## src/shared/osc_trim_pkg.sv

```systemverilog
`default_nettype none
package osc_trim_pkg;
    // printed offsets are not multiples of four: they are indexes, byte address = 4 * index
    localparam logic [15:0] coarse_spread_index = 16'ha001;
    localparam logic [15:0] fine_trim_index     = 16'ha002;
    localparam logic [15:0] slow_trim_index     = 16'ha007;
    localparam logic [15:0] sleep_control_index = 16'ha008;
    localparam int          addr_width          = 18;

    localparam logic [7:0] coarse_spread_reset = 8'h01;
    localparam logic [7:0] fine_trim_reset     = 8'h80;
    localparam logic [4:0] slow_trim_reset     = 5'h10;

    localparam int rate_lsb      = 4;
    localparam int rate_width    = 4;
    localparam int amp_lsb       = 2;
    localparam int coarse_lsb    = 0;

    localparam logic [1:0] slow_div_ratio_m1 = 2'h3;
    localparam logic [1:0] axi_okay          = 2'h0;
    localparam logic [1:0] axi_slverr        = 2'h2;

    typedef enum logic [1:0] {
        sweep_up   = 2'b00,
        sweep_down = 2'b01
    } sweep_dir_type;

    function automatic logic [6:0] amplitude_of(input logic [1:0] code);
        return 7'h04 << code;
    endfunction : amplitude_of
endpackage : osc_trim_pkg
`default_nettype wire

```

## src/osc_trim_spread_spectrum.sv

```systemverilog
`default_nettype none
// What this block does
// - sweep rate zero disables spreading; drive word equals programmed fine trim.
// - amplitude code 11/10/01/00 selects plus-minus 32/16/8/4 trim steps.
// - nonzero rate sweeps drive word over fine trim plus-minus amplitude.
// - rate sets the step interval in fast-oscillator cycles.
// - full sweep lasts four times rate times twice amplitude plus one fast cycles.
// - drive word saturates between 0 and 255.
// - fast oscillator stops in STOP or SLEEP, restarts on wake.
// - fine trim resets to 0x80, drives oscillator; larger means slower.
// - coarse trim resets to 01, selects the 16 or 32 MHz band.
// - slow clock divided by four feeds system clock, timer and watchdogs.
// - slow oscillator always enabled; no bit turns it off.
// - slow trim resets to 0x10, drives slow oscillator; software recalibrates.
module osc_trim_spread_spectrum (
    input  wire logic        core_clk,
    input  wire logic        rst,
    input  wire logic        fast_osc_tick,
    input  wire logic        slow_clk_tick,
    input  wire logic        cpu_stop_or_sleep,
    input  wire logic [17:0] s_axi_awaddr,
    input  wire logic        s_axi_awvalid,
    output logic             s_axi_awready,
    input  wire logic [31:0] s_axi_wdata,
    input  wire logic [3:0]  s_axi_wstrb,
    input  wire logic        s_axi_wvalid,
    output logic             s_axi_wready,
    output logic [1:0]       s_axi_bresp,
    output logic             s_axi_bvalid,
    input  wire logic        s_axi_bready,
    input  wire logic [17:0] s_axi_araddr,
    input  wire logic        s_axi_arvalid,
    output logic             s_axi_arready,
    output logic [31:0]      s_axi_rdata,
    output logic [1:0]       s_axi_rresp,
    output logic             s_axi_rvalid,
    input  wire logic        s_axi_rready,
    output logic [1:0]       coarse_trim,
    output logic [7:0]       trim_drive_out,
    output logic [4:0]       slow_trim_value,
    output logic             fast_osc_enable,
    output logic             slow_osc_enable,
    output logic             slow_quarter_tick
);
    logic [7:0]  coarse_spread_register;
    logic [7:0]  next_coarse_spread;
    logic [7:0]  fine_trim_value;
    logic [7:0]  next_fine_trim;
    logic [4:0]  slow_trim;
    logic [4:0]  next_slow_trim;
    logic        sleep_allow;
    logic        next_sleep_allow;
    logic        fast_run;
    logic        next_fast_run;

    logic        aw_held;
    logic        next_aw_held;
    logic [17:0] aw_addr;
    logic [17:0] next_aw_addr;
    logic        w_held;
    logic        next_w_held;
    logic [7:0]  w_byte;
    logic [7:0]  next_w_byte;
    logic        w_lane;
    logic        next_w_lane;
    logic        b_pend;
    logic        next_b_pend;
    logic [1:0]  b_resp;
    logic [1:0]  next_b_resp;
    logic        r_pend;
    logic        next_r_pend;
    logic [31:0] r_data;
    logic [31:0] next_r_data;
    logic [1:0]  r_resp;
    logic [1:0]  next_r_resp;

    logic [7:0]  swept_word;
    logic [6:0]  offset_abs;
    logic        sweeping;
    logic        do_write;

    function automatic logic [15:0] index_of(input logic [17:0] addr);
        return addr[17:2];
    endfunction : index_of

    function automatic logic known_index(input logic [15:0] idx);
        return idx == osc_trim_pkg::coarse_spread_index || idx == osc_trim_pkg::fine_trim_index
            || idx == osc_trim_pkg::slow_trim_index || idx == osc_trim_pkg::sleep_control_index;
    endfunction : known_index

    spread_sweep sweep_inst (
        .core_clk         (core_clk),
        .rst              (rst),
        .fast_osc_tick    (fast_osc_tick & fast_run),
        .sweep_rate       (coarse_spread_register[7:4]),
        .sweep_amplitude  (coarse_spread_register[3:2]),
        .fine_trim_value  (fine_trim_value),
        .fine_trim_word   (swept_word),
        .sweep_offset_abs (offset_abs),
        .sweep_active     (sweeping)
    );

    slow_clock_divider divider_inst (
        .slow_clk_tick     (slow_clk_tick),
        .core_clk          (core_clk),
        .rst               (rst),
        .slow_quarter_tick (slow_quarter_tick)
    );

    assign s_axi_awready = !aw_held && !b_pend;
    assign s_axi_wready  = !w_held && !b_pend;
    assign s_axi_arready = !r_pend;
    assign do_write      = aw_held && w_held && !b_pend;

    always_comb begin
        next_aw_held = aw_held;
        next_aw_addr = aw_addr;
        next_w_held  = w_held;
        next_w_byte  = w_byte;
        next_w_lane  = w_lane;
        next_b_pend  = b_pend;
        next_b_resp  = b_resp;
        if (s_axi_awvalid && s_axi_awready) begin
            next_aw_held = 1'b1;
            next_aw_addr = s_axi_awaddr;
        end
        if (s_axi_wvalid && s_axi_wready) begin
            next_w_held = 1'b1;
            next_w_byte = s_axi_wdata[7:0];
            next_w_lane = s_axi_wstrb[0];
        end
        if (do_write) begin
            next_aw_held = 1'b0;
            next_w_held  = 1'b0;
            next_b_pend  = 1'b1;
            next_b_resp  = known_index(index_of(aw_addr)) ? osc_trim_pkg::axi_okay
                                                          : osc_trim_pkg::axi_slverr;
        end
        if (b_pend && s_axi_bready) begin
            next_b_pend = 1'b0;
        end
    end

    always_comb begin
        next_coarse_spread = coarse_spread_register;
        next_fine_trim     = fine_trim_value;
        next_slow_trim     = slow_trim;
        next_sleep_allow   = sleep_allow;
        if (do_write && w_lane) begin
            if (index_of(aw_addr) == osc_trim_pkg::coarse_spread_index) begin
                next_coarse_spread = w_byte;
            end else if (index_of(aw_addr) == osc_trim_pkg::fine_trim_index) begin
                next_fine_trim = w_byte;
            end else if (index_of(aw_addr) == osc_trim_pkg::slow_trim_index) begin
                next_slow_trim = w_byte[4:0];
            end else if (index_of(aw_addr) == osc_trim_pkg::sleep_control_index) begin
                next_sleep_allow = w_byte[0];
            end
        end
    end

    always_comb begin
        next_r_pend = r_pend;
        next_r_data = r_data;
        next_r_resp = r_resp;
        if (s_axi_arvalid && s_axi_arready) begin
            next_r_pend = 1'b1;
            next_r_resp = osc_trim_pkg::axi_okay;
            if (index_of(s_axi_araddr) == osc_trim_pkg::coarse_spread_index) begin
                next_r_data = {24'h000000, coarse_spread_register};
            end else if (index_of(s_axi_araddr) == osc_trim_pkg::fine_trim_index) begin
                next_r_data = {24'h000000, fine_trim_value};
            end else if (index_of(s_axi_araddr) == osc_trim_pkg::slow_trim_index) begin
                next_r_data = {27'h0000000, slow_trim};
            end else if (index_of(s_axi_araddr) == osc_trim_pkg::sleep_control_index) begin
                // live state: drive word, offset magnitude, sweeping, oscillator running
                next_r_data = {6'h00, fast_run, sweeping, 1'b0, offset_abs, swept_word,
                               7'h00, sleep_allow};
            end else begin
                next_r_data = 32'h00000000;
                next_r_resp = osc_trim_pkg::axi_slverr;
            end
        end else if (r_pend && s_axi_rready) begin
            next_r_pend = 1'b0;
        end
    end

    // stop and sleep always halt the oscillator; sleep_allow is only a readable flag
    always_comb begin
        next_fast_run = !cpu_stop_or_sleep;
    end

    always_ff @(posedge core_clk or posedge rst) begin
        if (rst) begin
            aw_held                <= 1'b0;
            aw_addr                <= 18'h00000;
            w_held                 <= 1'b0;
            w_byte                 <= 8'h00;
            w_lane                 <= 1'b0;
            b_pend                 <= 1'b0;
            b_resp                 <= 2'h0;
            r_pend                 <= 1'b0;
            r_data                 <= 32'h00000000;
            r_resp                 <= 2'h0;
            coarse_spread_register <= osc_trim_pkg::coarse_spread_reset;
            fine_trim_value        <= osc_trim_pkg::fine_trim_reset;
            slow_trim              <= osc_trim_pkg::slow_trim_reset;
            sleep_allow            <= 1'b1;
            fast_run               <= 1'b1;
        end else begin
            aw_held                <= next_aw_held;
            aw_addr                <= next_aw_addr;
            w_held                 <= next_w_held;
            w_byte                 <= next_w_byte;
            w_lane                 <= next_w_lane;
            b_pend                 <= next_b_pend;
            b_resp                 <= next_b_resp;
            r_pend                 <= next_r_pend;
            r_data                 <= next_r_data;
            r_resp                 <= next_r_resp;
            coarse_spread_register <= next_coarse_spread;
            fine_trim_value        <= next_fine_trim;
            slow_trim              <= next_slow_trim;
            sleep_allow            <= next_sleep_allow;
            fast_run               <= next_fast_run;
        end
    end

    assign s_axi_bvalid    = b_pend;
    assign s_axi_bresp     = b_resp;
    assign s_axi_rvalid    = r_pend;
    assign s_axi_rdata     = r_data;
    assign s_axi_rresp     = r_resp;
    assign coarse_trim     = coarse_spread_register[1:0];
    // swept word equals fine trim when sweeping is off; higher value slows the oscillator
    assign trim_drive_out  = swept_word;
    assign slow_trim_value = slow_trim;
    assign fast_osc_enable = fast_run;
    assign slow_osc_enable = 1'b1;
endmodule : osc_trim_spread_spectrum
`default_nettype wire

```

## src/slow_clock_divider.sv

```systemverilog
`default_nettype none
module slow_clock_divider (
    input  wire logic slow_clk_tick,
    input  wire logic core_clk,
    input  wire logic rst,
    output logic      slow_quarter_tick
);
    logic [1:0] count;
    logic [1:0] next_count;
    logic       tick_out;
    logic       next_tick_out;

    always_comb begin
        next_count    = count;
        next_tick_out = 1'b0;
        if (slow_clk_tick) begin
            if (count == osc_trim_pkg::slow_div_ratio_m1) begin
                next_count    = 2'h0;
                next_tick_out = 1'b1;
            end else begin
                next_count = count + 2'h1;
            end
        end
    end

    always_ff @(posedge core_clk or posedge rst) begin
        if (rst) begin
            count    <= 2'h0;
            tick_out <= 1'b0;
        end else begin
            count    <= next_count;
            tick_out <= next_tick_out;
        end
    end

    assign slow_quarter_tick = tick_out;
endmodule : slow_clock_divider
`default_nettype wire

```

## src/spread_sweep.sv

```systemverilog
`default_nettype none
module spread_sweep (
    input  wire logic       core_clk,
    input  wire logic       rst,
    input  wire logic       fast_osc_tick,
    input  wire logic [3:0] sweep_rate,
    input  wire logic [1:0] sweep_amplitude,
    input  wire logic [7:0] fine_trim_value,
    output logic [7:0]      fine_trim_word,
    output logic [6:0]      sweep_offset_abs,
    output logic            sweep_active
);
    logic signed [7:0]         offset;
    logic signed [7:0]         next_offset;
    logic [4:0]                interval;
    logic [4:0]                next_interval;
    osc_trim_pkg::sweep_dir_type dir;
    osc_trim_pkg::sweep_dir_type next_dir;
    logic [7:0]                word;
    logic [7:0]                next_word;
    logic signed [7:0]         amp;
    logic signed [9:0]         sum;

    always_comb begin
        amp           = $signed({1'b0, osc_trim_pkg::amplitude_of(sweep_amplitude)});
        next_offset   = offset;
        next_interval = interval;
        next_dir      = dir;
        if (sweep_rate == 4'h0) begin
            next_offset   = 8'sh00;
            next_interval = 5'h00;
            next_dir      = osc_trim_pkg::sweep_up;
        end else if (fast_osc_tick) begin
            // a step every 2*rate ticks plus a one-step dwell at each end
            // makes the sweep 4*rate*(2*amp+1) ticks long
            if (interval + 5'h01 >= {sweep_rate, 1'b0}) begin
                next_interval = 5'h00;
                case (dir)
                    osc_trim_pkg::sweep_up: begin
                        if (offset >= amp) begin
                            // hold the peak for one step before turning
                            next_dir    = osc_trim_pkg::sweep_down;
                        end else begin
                            next_offset = offset + 8'sh01;
                        end
                    end
                    default: begin
                        if (offset <= -amp) begin
                            next_dir    = osc_trim_pkg::sweep_up;
                        end else begin
                            next_offset = offset - 8'sh01;
                        end
                    end
                endcase
                // amplitude change mid-sweep: pull back inside the new range
                if (next_offset > amp) next_offset = amp;
                if (next_offset < -amp) next_offset = -amp;
            end else begin
                next_interval = interval + 5'h01;
            end
        end
        sum = $signed({2'b00, fine_trim_value}) + 10'(next_offset);
        if (sum < 10'sd0) begin
            next_word = 8'h00;
        end else if (sum > 10'sd255) begin
            next_word = 8'hff;
        end else begin
            next_word = sum[7:0];
        end
    end

    always_ff @(posedge core_clk or posedge rst) begin
        if (rst) begin
            offset   <= 8'sh00;
            interval <= 5'h00;
            dir      <= osc_trim_pkg::sweep_up;
            word     <= osc_trim_pkg::fine_trim_reset;
        end else begin
            offset   <= next_offset;
            interval <= next_interval;
            dir      <= next_dir;
            word     <= next_word;
        end
    end

    assign fine_trim_word   = word;
    assign sweep_offset_abs = offset[7] ? 7'(-offset) : offset[6:0];
    assign sweep_active     = (sweep_rate != 4'h0);
endmodule : spread_sweep
`default_nettype wire

```

## config.mk

```make
export PLATFORM = sky130hd
export DESIGN_NAME = osc_trim_spread_spectrum
export DESIGN_NICKNAME = d
export VERILOG_FILES = /design/src/shared/osc_trim_pkg.sv /design/src/osc_trim_spread_spectrum.sv /design/src/slow_clock_divider.sv /design/src/spread_sweep.sv
export SDC_FILE = /design/constraint.sdc
export NUM_CORES = 1
export LEC_CHECK = 0
export BUFFER_PORTS_ARGS = -buffer_cell sky130_fd_sc_hd__buf_2
export CORE_UTILIZATION = 40
export CTS_BUF_LIST = sky130_fd_sc_hd__clkbuf_8 sky130_fd_sc_hd__clkbuf_16
export DETAILED_ROUTE_END_ITERATION = 16
export GPL_TIMING_DRIVEN = 1
export PLACE_DENSITY_LB_ADDON = 0.1
export SYNTH_ARGS = -nofsm -noshare
export SYNTH_HDL_FRONTEND = slang
export SYNTH_HIERARCHICAL = 1
export SYNTH_SLANG_ARGS = --single-unit
```

## constraint.sdc

```tcl
create_clock -name core_clk -period 11.17 [get_ports core_clk]
set_clock_uncertainty 0.1 [all_clocks]
set_input_delay 2.234 -clock core_clk [delete_from_list [all_inputs] [get_ports core_clk]]
set_output_delay 2.234 -clock core_clk [all_outputs]
set_load 0.005 [all_outputs]
```

==> metrics.cfg, run 1 <==
[logic_synthesis]
synth_top_area_share_pct=40.3
synth_area_um2=6090
yosys_warnings=6
yosysMostFrequentCell=dfrtp_1
synthArstFlopShare_pct=100
synth-xor-area-share_pct=2.88
synthDistinctLibCells=87
synth_compound_area_share_pct=17.0
synthMuxAreaShare_pct=10.4
synthCells=567
seq_area_frac_synth_pct=42.9
yosys.area_share.simple_pct=14.7
post_synth_main_area_contributors=dfrtp_1 40%, mux2_2 8.0%, ha_1 6.8%
synth.largest_area_cell=dfrtp_1
avgSynthCellArea_um2=10.7
synth_seq_cells=104
synth-adder-area-share_pct=7.11
synthFlopType=dfrtp_1
synth_enable_flop_cells=0
synthTopCellsByCount=98 x dfrtp_1, 43 x mux2_2, 33 x ha_1
synth_top_family_by_area=compound AO/OA/AOI/OAI gates

[power_and_ir_drop]
power.leakage_uw=0.00344
p_sw_share_pct=28.3
pwr-share-seq_pct=50.8
p_clk_share_pct=32.1
vdd_drop_max_uv=101
intPower_uw=686
p_comb_share_pct=17.0
powerDensity_nw_per_um2=137
power.net_switching_uw=271

[critical_path]
r2r_start=coarse_spread_register[3]$_DFFE_PP0P_
arrival_ns=9.55
cpMostUsedCell=a21oi_1
startpoint_type=flip-flop
crit_type=reg2reg
slowest_stage=a2111oi_0
crit_family=compound AO/OA/AOI/OAI gates
worstPathRequired_ns=11.24
endpoint_kind=flip-flop
critPathMaxFanout=9
r2r_setup_slack_ns=1.70
critPathBufInv=1
reg2reg_depth=38
reg2reg_to=sweep_inst/fine_trim_word[3]$_DFF_PP0_
cpPeakStageDelay_ns=0.74

[die]
die_area_um2=15700
pin_count=141
dieWidth_um=125
num_rows=44
coreArea_um2=14700
die_height_um=125
start_util_pct=41.4

[timing]
finalHoldViolCount=0
drv_slew=0
setup-tns-final_ns=0
tightest_slew_ns=1.01
setup_viol=0
slew-limit-headroom_pct=32.9
period_share_pct=84.8
grt_setup_unrepaired=false
max_freq_mhz=106
layout_min_cycle_time_ns=9.47

[status]
status=finished, final reports clean

[grt]
grt_max_degree=80
grt_first_pass_wirelength_um=23500
grt_remaining_overflow=0
grt_pass1_vias=4591
antenna_found_initial=0
track_usage_pct=18.6

[route]
dr_wl_met2_um=6230
ant_nets=0
dr.pass1.iters=11
vias=4587
drc=0
routed_via_density=5.42
wl_met3_um=648
drt-met1-wl_um=6640
top_layer=met4
initialDrtViolationCount=299
routedWlPerCell_um=16.1
drt-total-wl_um=13600

[run]
cap_violations=0

[hold_path]
whs_path_depth=1
hp-start=sweep_inst/fine_trim_word[6]$_DFF_PP0_
hold_class=reg2reg
hold_end=s_axi_rdata[14]$_DFFE_PP0P_

[placed_design]
place_congestion=0.861
dp_cells=830
hpwlAfterDp_um=10300
io_buffers=99

[clock_network]
cts-buffers-inserted=9
clock_latency_ns=0.36
clock_sinks=104
cts_root_buf=clkbuf_16
clockBufferDepth=2
ctsResizeCount=0
tritoncts=yes
cts_max_level=3
postCtsHoldBufs=0
postCtsSetupBuffers=0
clk_pin_slew_worst_paths_ns=0.07

[layout]
syn_to_final_growth_pct=14.6
fillCellCount=1365
layoutNonFillerInstCount=846
drive_gt1_share_pct=29.3
final_core_util_pct=47.5
diodes=0
nNetsFinal=773

-- state kept, by name, summed over array words and instances, names as in the netlist, 2 cells and up --
signal and cells:
s_axi_rdata 25, aw_addr 16, coarse_spread_register 8, fine_trim_value 8, sweep_inst/fine_trim_word 8, sweep_inst/offset 8
w_byte 8, slow_trim_value 5, sweep_inst/interval 5, divider_inst/count 2
-- power by group through the flow --
stage	Combinational, µW	Sequential, µW	Clock [µW]
finish	163	487	308
global placement	160	491	0
CTS	166	488	318
detailed placement	166	495	0
floorplan	131	477	0
global route	183	497	333
-- routing by layer --
metal	track usage, %	up-vias
met3	4.11	9
met2	30.6	145
met4	4.16	0
li1	-	2252
met5	0	-
met1	25.1	2181
-- stage by stage --
step / hold slack, ns / instance area, µm² / total power (µW) / setup WS [ns]
after floorplan: 0.367 / 6120 / 608 / 3.19
after global placement: 0.379 / 6690 / 651 / 1.77
after detailed placement: 0.373 / 6690 / 661 / 1.89
after CTS: 0.389 / 6980 / 972 / 1.83
after global routing: 0.411 / 6980 / 1010 / 0.846
final: 0.389 / 6980 / 958 / 1.70
-- final cells by class --
class / count / area (µm²) / area share (%)
Multi-Input combinational cell: 410 / 3210 / 46.1
Sequential cell: 104 / 2610 / 37.4
Timing Repair Buffer: 102 / 518 / 7.42
Clock buffer: 10 / 239 / 3.43
Tap cell: 184 / 230 / 3.30
Inverter: 30 / 114 / 1.63
Clock inverter: 6 / 51.3 / 0.735
-- kinds of logic after synthesis --
logic type,after synthesis
muxes,57
xor gates and xnor gates,20
AOI/OAI and AO/OA,138
buffers and inverters,62
other,3
adders and majority gates,34
and+or+nand+nor,149
DFF,104
-- layout by cell type, fill, tap and decap left out, types with 4 or more instances in the layout --
master / instances
buf_2: 99
dfrtp_1: 98
mux2_2: 43
ha_1: 33
inv_1: 28
nand2_1: 28
nor2_1: 26
a21oi_1: 23
o21ai_0: 19
a22o_1: 17
xnor2_1: 17
nand2b_1: 15
conb_1: 12
a21o_1: 10
clkbuf_16: 9
mux2_1: 8
nand4_1: 8
o211ai_1: 7
a22oi_1: 7
and2_1: 6
nor4_1: 6
mux2i_1: 6
and3_1: 6
o31ai_1: 6
a211oi_1: 6
dfstp_2: 6
nand3_1: 6
nor3b_1: 5
nor3_1: 5
a221o_1: 4
o21a_1: 4
o21bai_1: 4
-- worst max-delay path by stage --
stage	startpoint	to	slack (ns)	cells past startpoint
after floorplan	coarse_spread_register[3]$_DFFE_PP0P_	sweep_inst/fine_trim_word[2]$_DFF_PP0_	3.19	39
after global placement	coarse_spread_register[3]$_DFFE_PP0P_	sweep_inst/fine_trim_word[2]$_DFF_PP0_	1.77	38
after detailed placement	coarse_spread_register[3]$_DFFE_PP0P_	sweep_inst/fine_trim_word[3]$_DFF_PP0_	1.89	38
after CTS	coarse_spread_register[3]$_DFFE_PP0P_	sweep_inst/fine_trim_word[3]$_DFF_PP0_	1.83	38
after global routing	coarse_spread_register[3]$_DFFE_PP0P_	sweep_inst/fine_trim_word[3]$_DFF_PP0_	0.85	38
final	coarse_spread_register[3]$_DFFE_PP0P_	sweep_inst/fine_trim_word[3]$_DFF_PP0_	1.70	38
Note: power is estimated with default switching activity, not from simulation.
==> run 2: changes to the inputs <==
Clock period 11.17 ns to 8.2 ns, I/O delays scaled along.
==> metrics.cfg, run 2 (synthesis results as in run 1) <==
[critical_path]
cpMostUsedCell=buf_4
cpPeakStageDelay_ns=0.40
endpoint_kind=flip-flop
crit_family=compound AO/OA/AOI/OAI gates
critPathMaxFanout=7
worstPathRequired_ns=8.31
startpoint_type=flip-flop
slowest_stage=dfrtp_1
crit_type=reg2reg
arrival_ns=7.89
critPathBufInv=6

[route]
routed_via_density=5.43
drc=2
ant_nets=0
routedWlPerCell_um=16.2
dr.pass1.iters=13
initialDrtViolationCount=225
vias=4939
drt-total-wl_um=14700

[layout]
nNetsFinal=837
layoutNonFillerInstCount=910
mostFrequentLayoutCell=buf_2
fin_area_um2=7650
largest_register_ffs=25
syn_to_final_growth_pct=25.7
diodes=0
drive_gt1_share_pct=39.7
fillCellCount=1342
final_cell_mix=99 x buf_2, 98 x dfrtp_1, 65 x buf_4

[run]
cap_violations=0

[grt]
track_usage_pct=19.6
antenna_found_initial=0
grt_max_degree=80
grt_first_pass_wirelength_um=24700
grt_pass1_vias=4894
grt_remaining_overflow=0

[power_and_ir_drop]
power.leakage_uw=0.00380
vdd_drop_max_uv=156
powerDensity_nw_per_um2=172

[clock_network]
cts-buffers-inserted=9
clock_sinks=104
clock_latency_ns=0.36
clk_pin_slew_worst_paths_ns=0.07
cts_max_level=3
postCtsHoldBufs=0
cts_root_buf=clkbuf_16
clockBufferDepth=2
tritoncts=yes

[timing]
slew-limit-headroom_pct=33.8
tightest_slew_ns=0.991
drv_slew=0
layout_min_cycle_time_ns=7.78
max_freq_mhz=129
setup_viol=0
finalHoldViolCount=0
setup-tns-final_ns=0
period_share_pct=94.9

[die]
dieWidth_um=125
num_rows=44
pin_count=141
start_util_pct=41.4
coreArea_um2=14700
die_height_um=125
die_area_um2=15700

[status]
status=finished, violations left
violations=DRC

[placed_design]
place_area_um2=7080
hpwlAfterDp_um=11200
dp_cells=883
io_buffers=99
place_congestion=0.877

[hold_path]
hold_class=reg2reg

-- run 2: changes by cell type in the layout (fill, tap and decap cells not counted), sizes merged --
cell / before / now
clkbuf: 10 / 9
inv: 30 / 31
buf: 102 / 166
clkinv: 4 / 5
clkinvlp: 2 / 1
-- run 2: power by group --
| part | internal, µW | switching [µW] |
|---|---|---|
| sequential | 594 | 70.7 |
| combinational | 125 | 105 |
| clock | 215 | 210 |
| total | 934 | 385 |
-- run 2: worst paths after layout --
kind	slack [ns]	endpoint	startpoint	cells after the start
setup / recovery	0.42	sweep_inst/fine_trim_word[0]$_DFF_PP0_	coarse_spread_register[3]$_DFFE_PP0P_	40
hold / removal	0.40	s_axi_rdata[13]$_DFFE_PP0P_	sweep_inst/fine_trim_word[5]$_DFF_PP0_	1
setup reg to reg	0.42	sweep_inst/fine_trim_word[0]$_DFF_PP0_	coarse_spread_register[3]$_DFFE_PP0P_	40
hold reg to reg	0.40	s_axi_rdata[13]$_DFFE_PP0P_	sweep_inst/fine_trim_word[5]$_DFF_PP0_	1
max in group asynchronous	5.87	aw_addr[16]$_DFFE_PP0P_	rst	3
min in group asynchronous	1.08	divider_inst/slow_quarter_tick$_DFF_PP0_	rst	2
-- run 2: area by class of cell --
class | count | area (µm²) | area share (%)
Sequential cell | 104 | 2610 | 34.1
Clock buffer | 9 | 225 | 2.94
Multi-Input combinational cell | 410 | 3400 | 44.4
Inverter | 30 | 114 | 1.49
Clock inverter | 7 | 72.6 | 0.948
Tap cell | 184 | 230 | 3.01
Timing Repair Buffer | 166 | 1010 | 13.1
-- run 2: what timing repair did --
item	CTS	global route
pin swaps	0	27
gates resized for setup	5	39
endpoints found under the setup margin	8	8
buffers inserted	0	11
-- run 2: routing by layer --
layer	vias to the layer above	GRT usage [%]	share of wire (%)
met5	-	0	0
met4	0	5.38	1.2
met3	14	3.64	4.5
met2	147	33.3	48
met1	2398	25.7	46
li1	2380	-	-
-- run 2: stage by stage --
step	setup slack (ns)	power [µW]	util [%]	hold slack, ns
after floorplan	0.220	829	-	0.367
after global placement	-0.0994	889	48.2	0.381
after detailed placement	-0.238	907	48.2	0.380
after CTS	0.00754	1340	50.3	0.399
after global routing	-0.0131	1390	52.1	0.411
final	0.421	1320	52.1	0.397
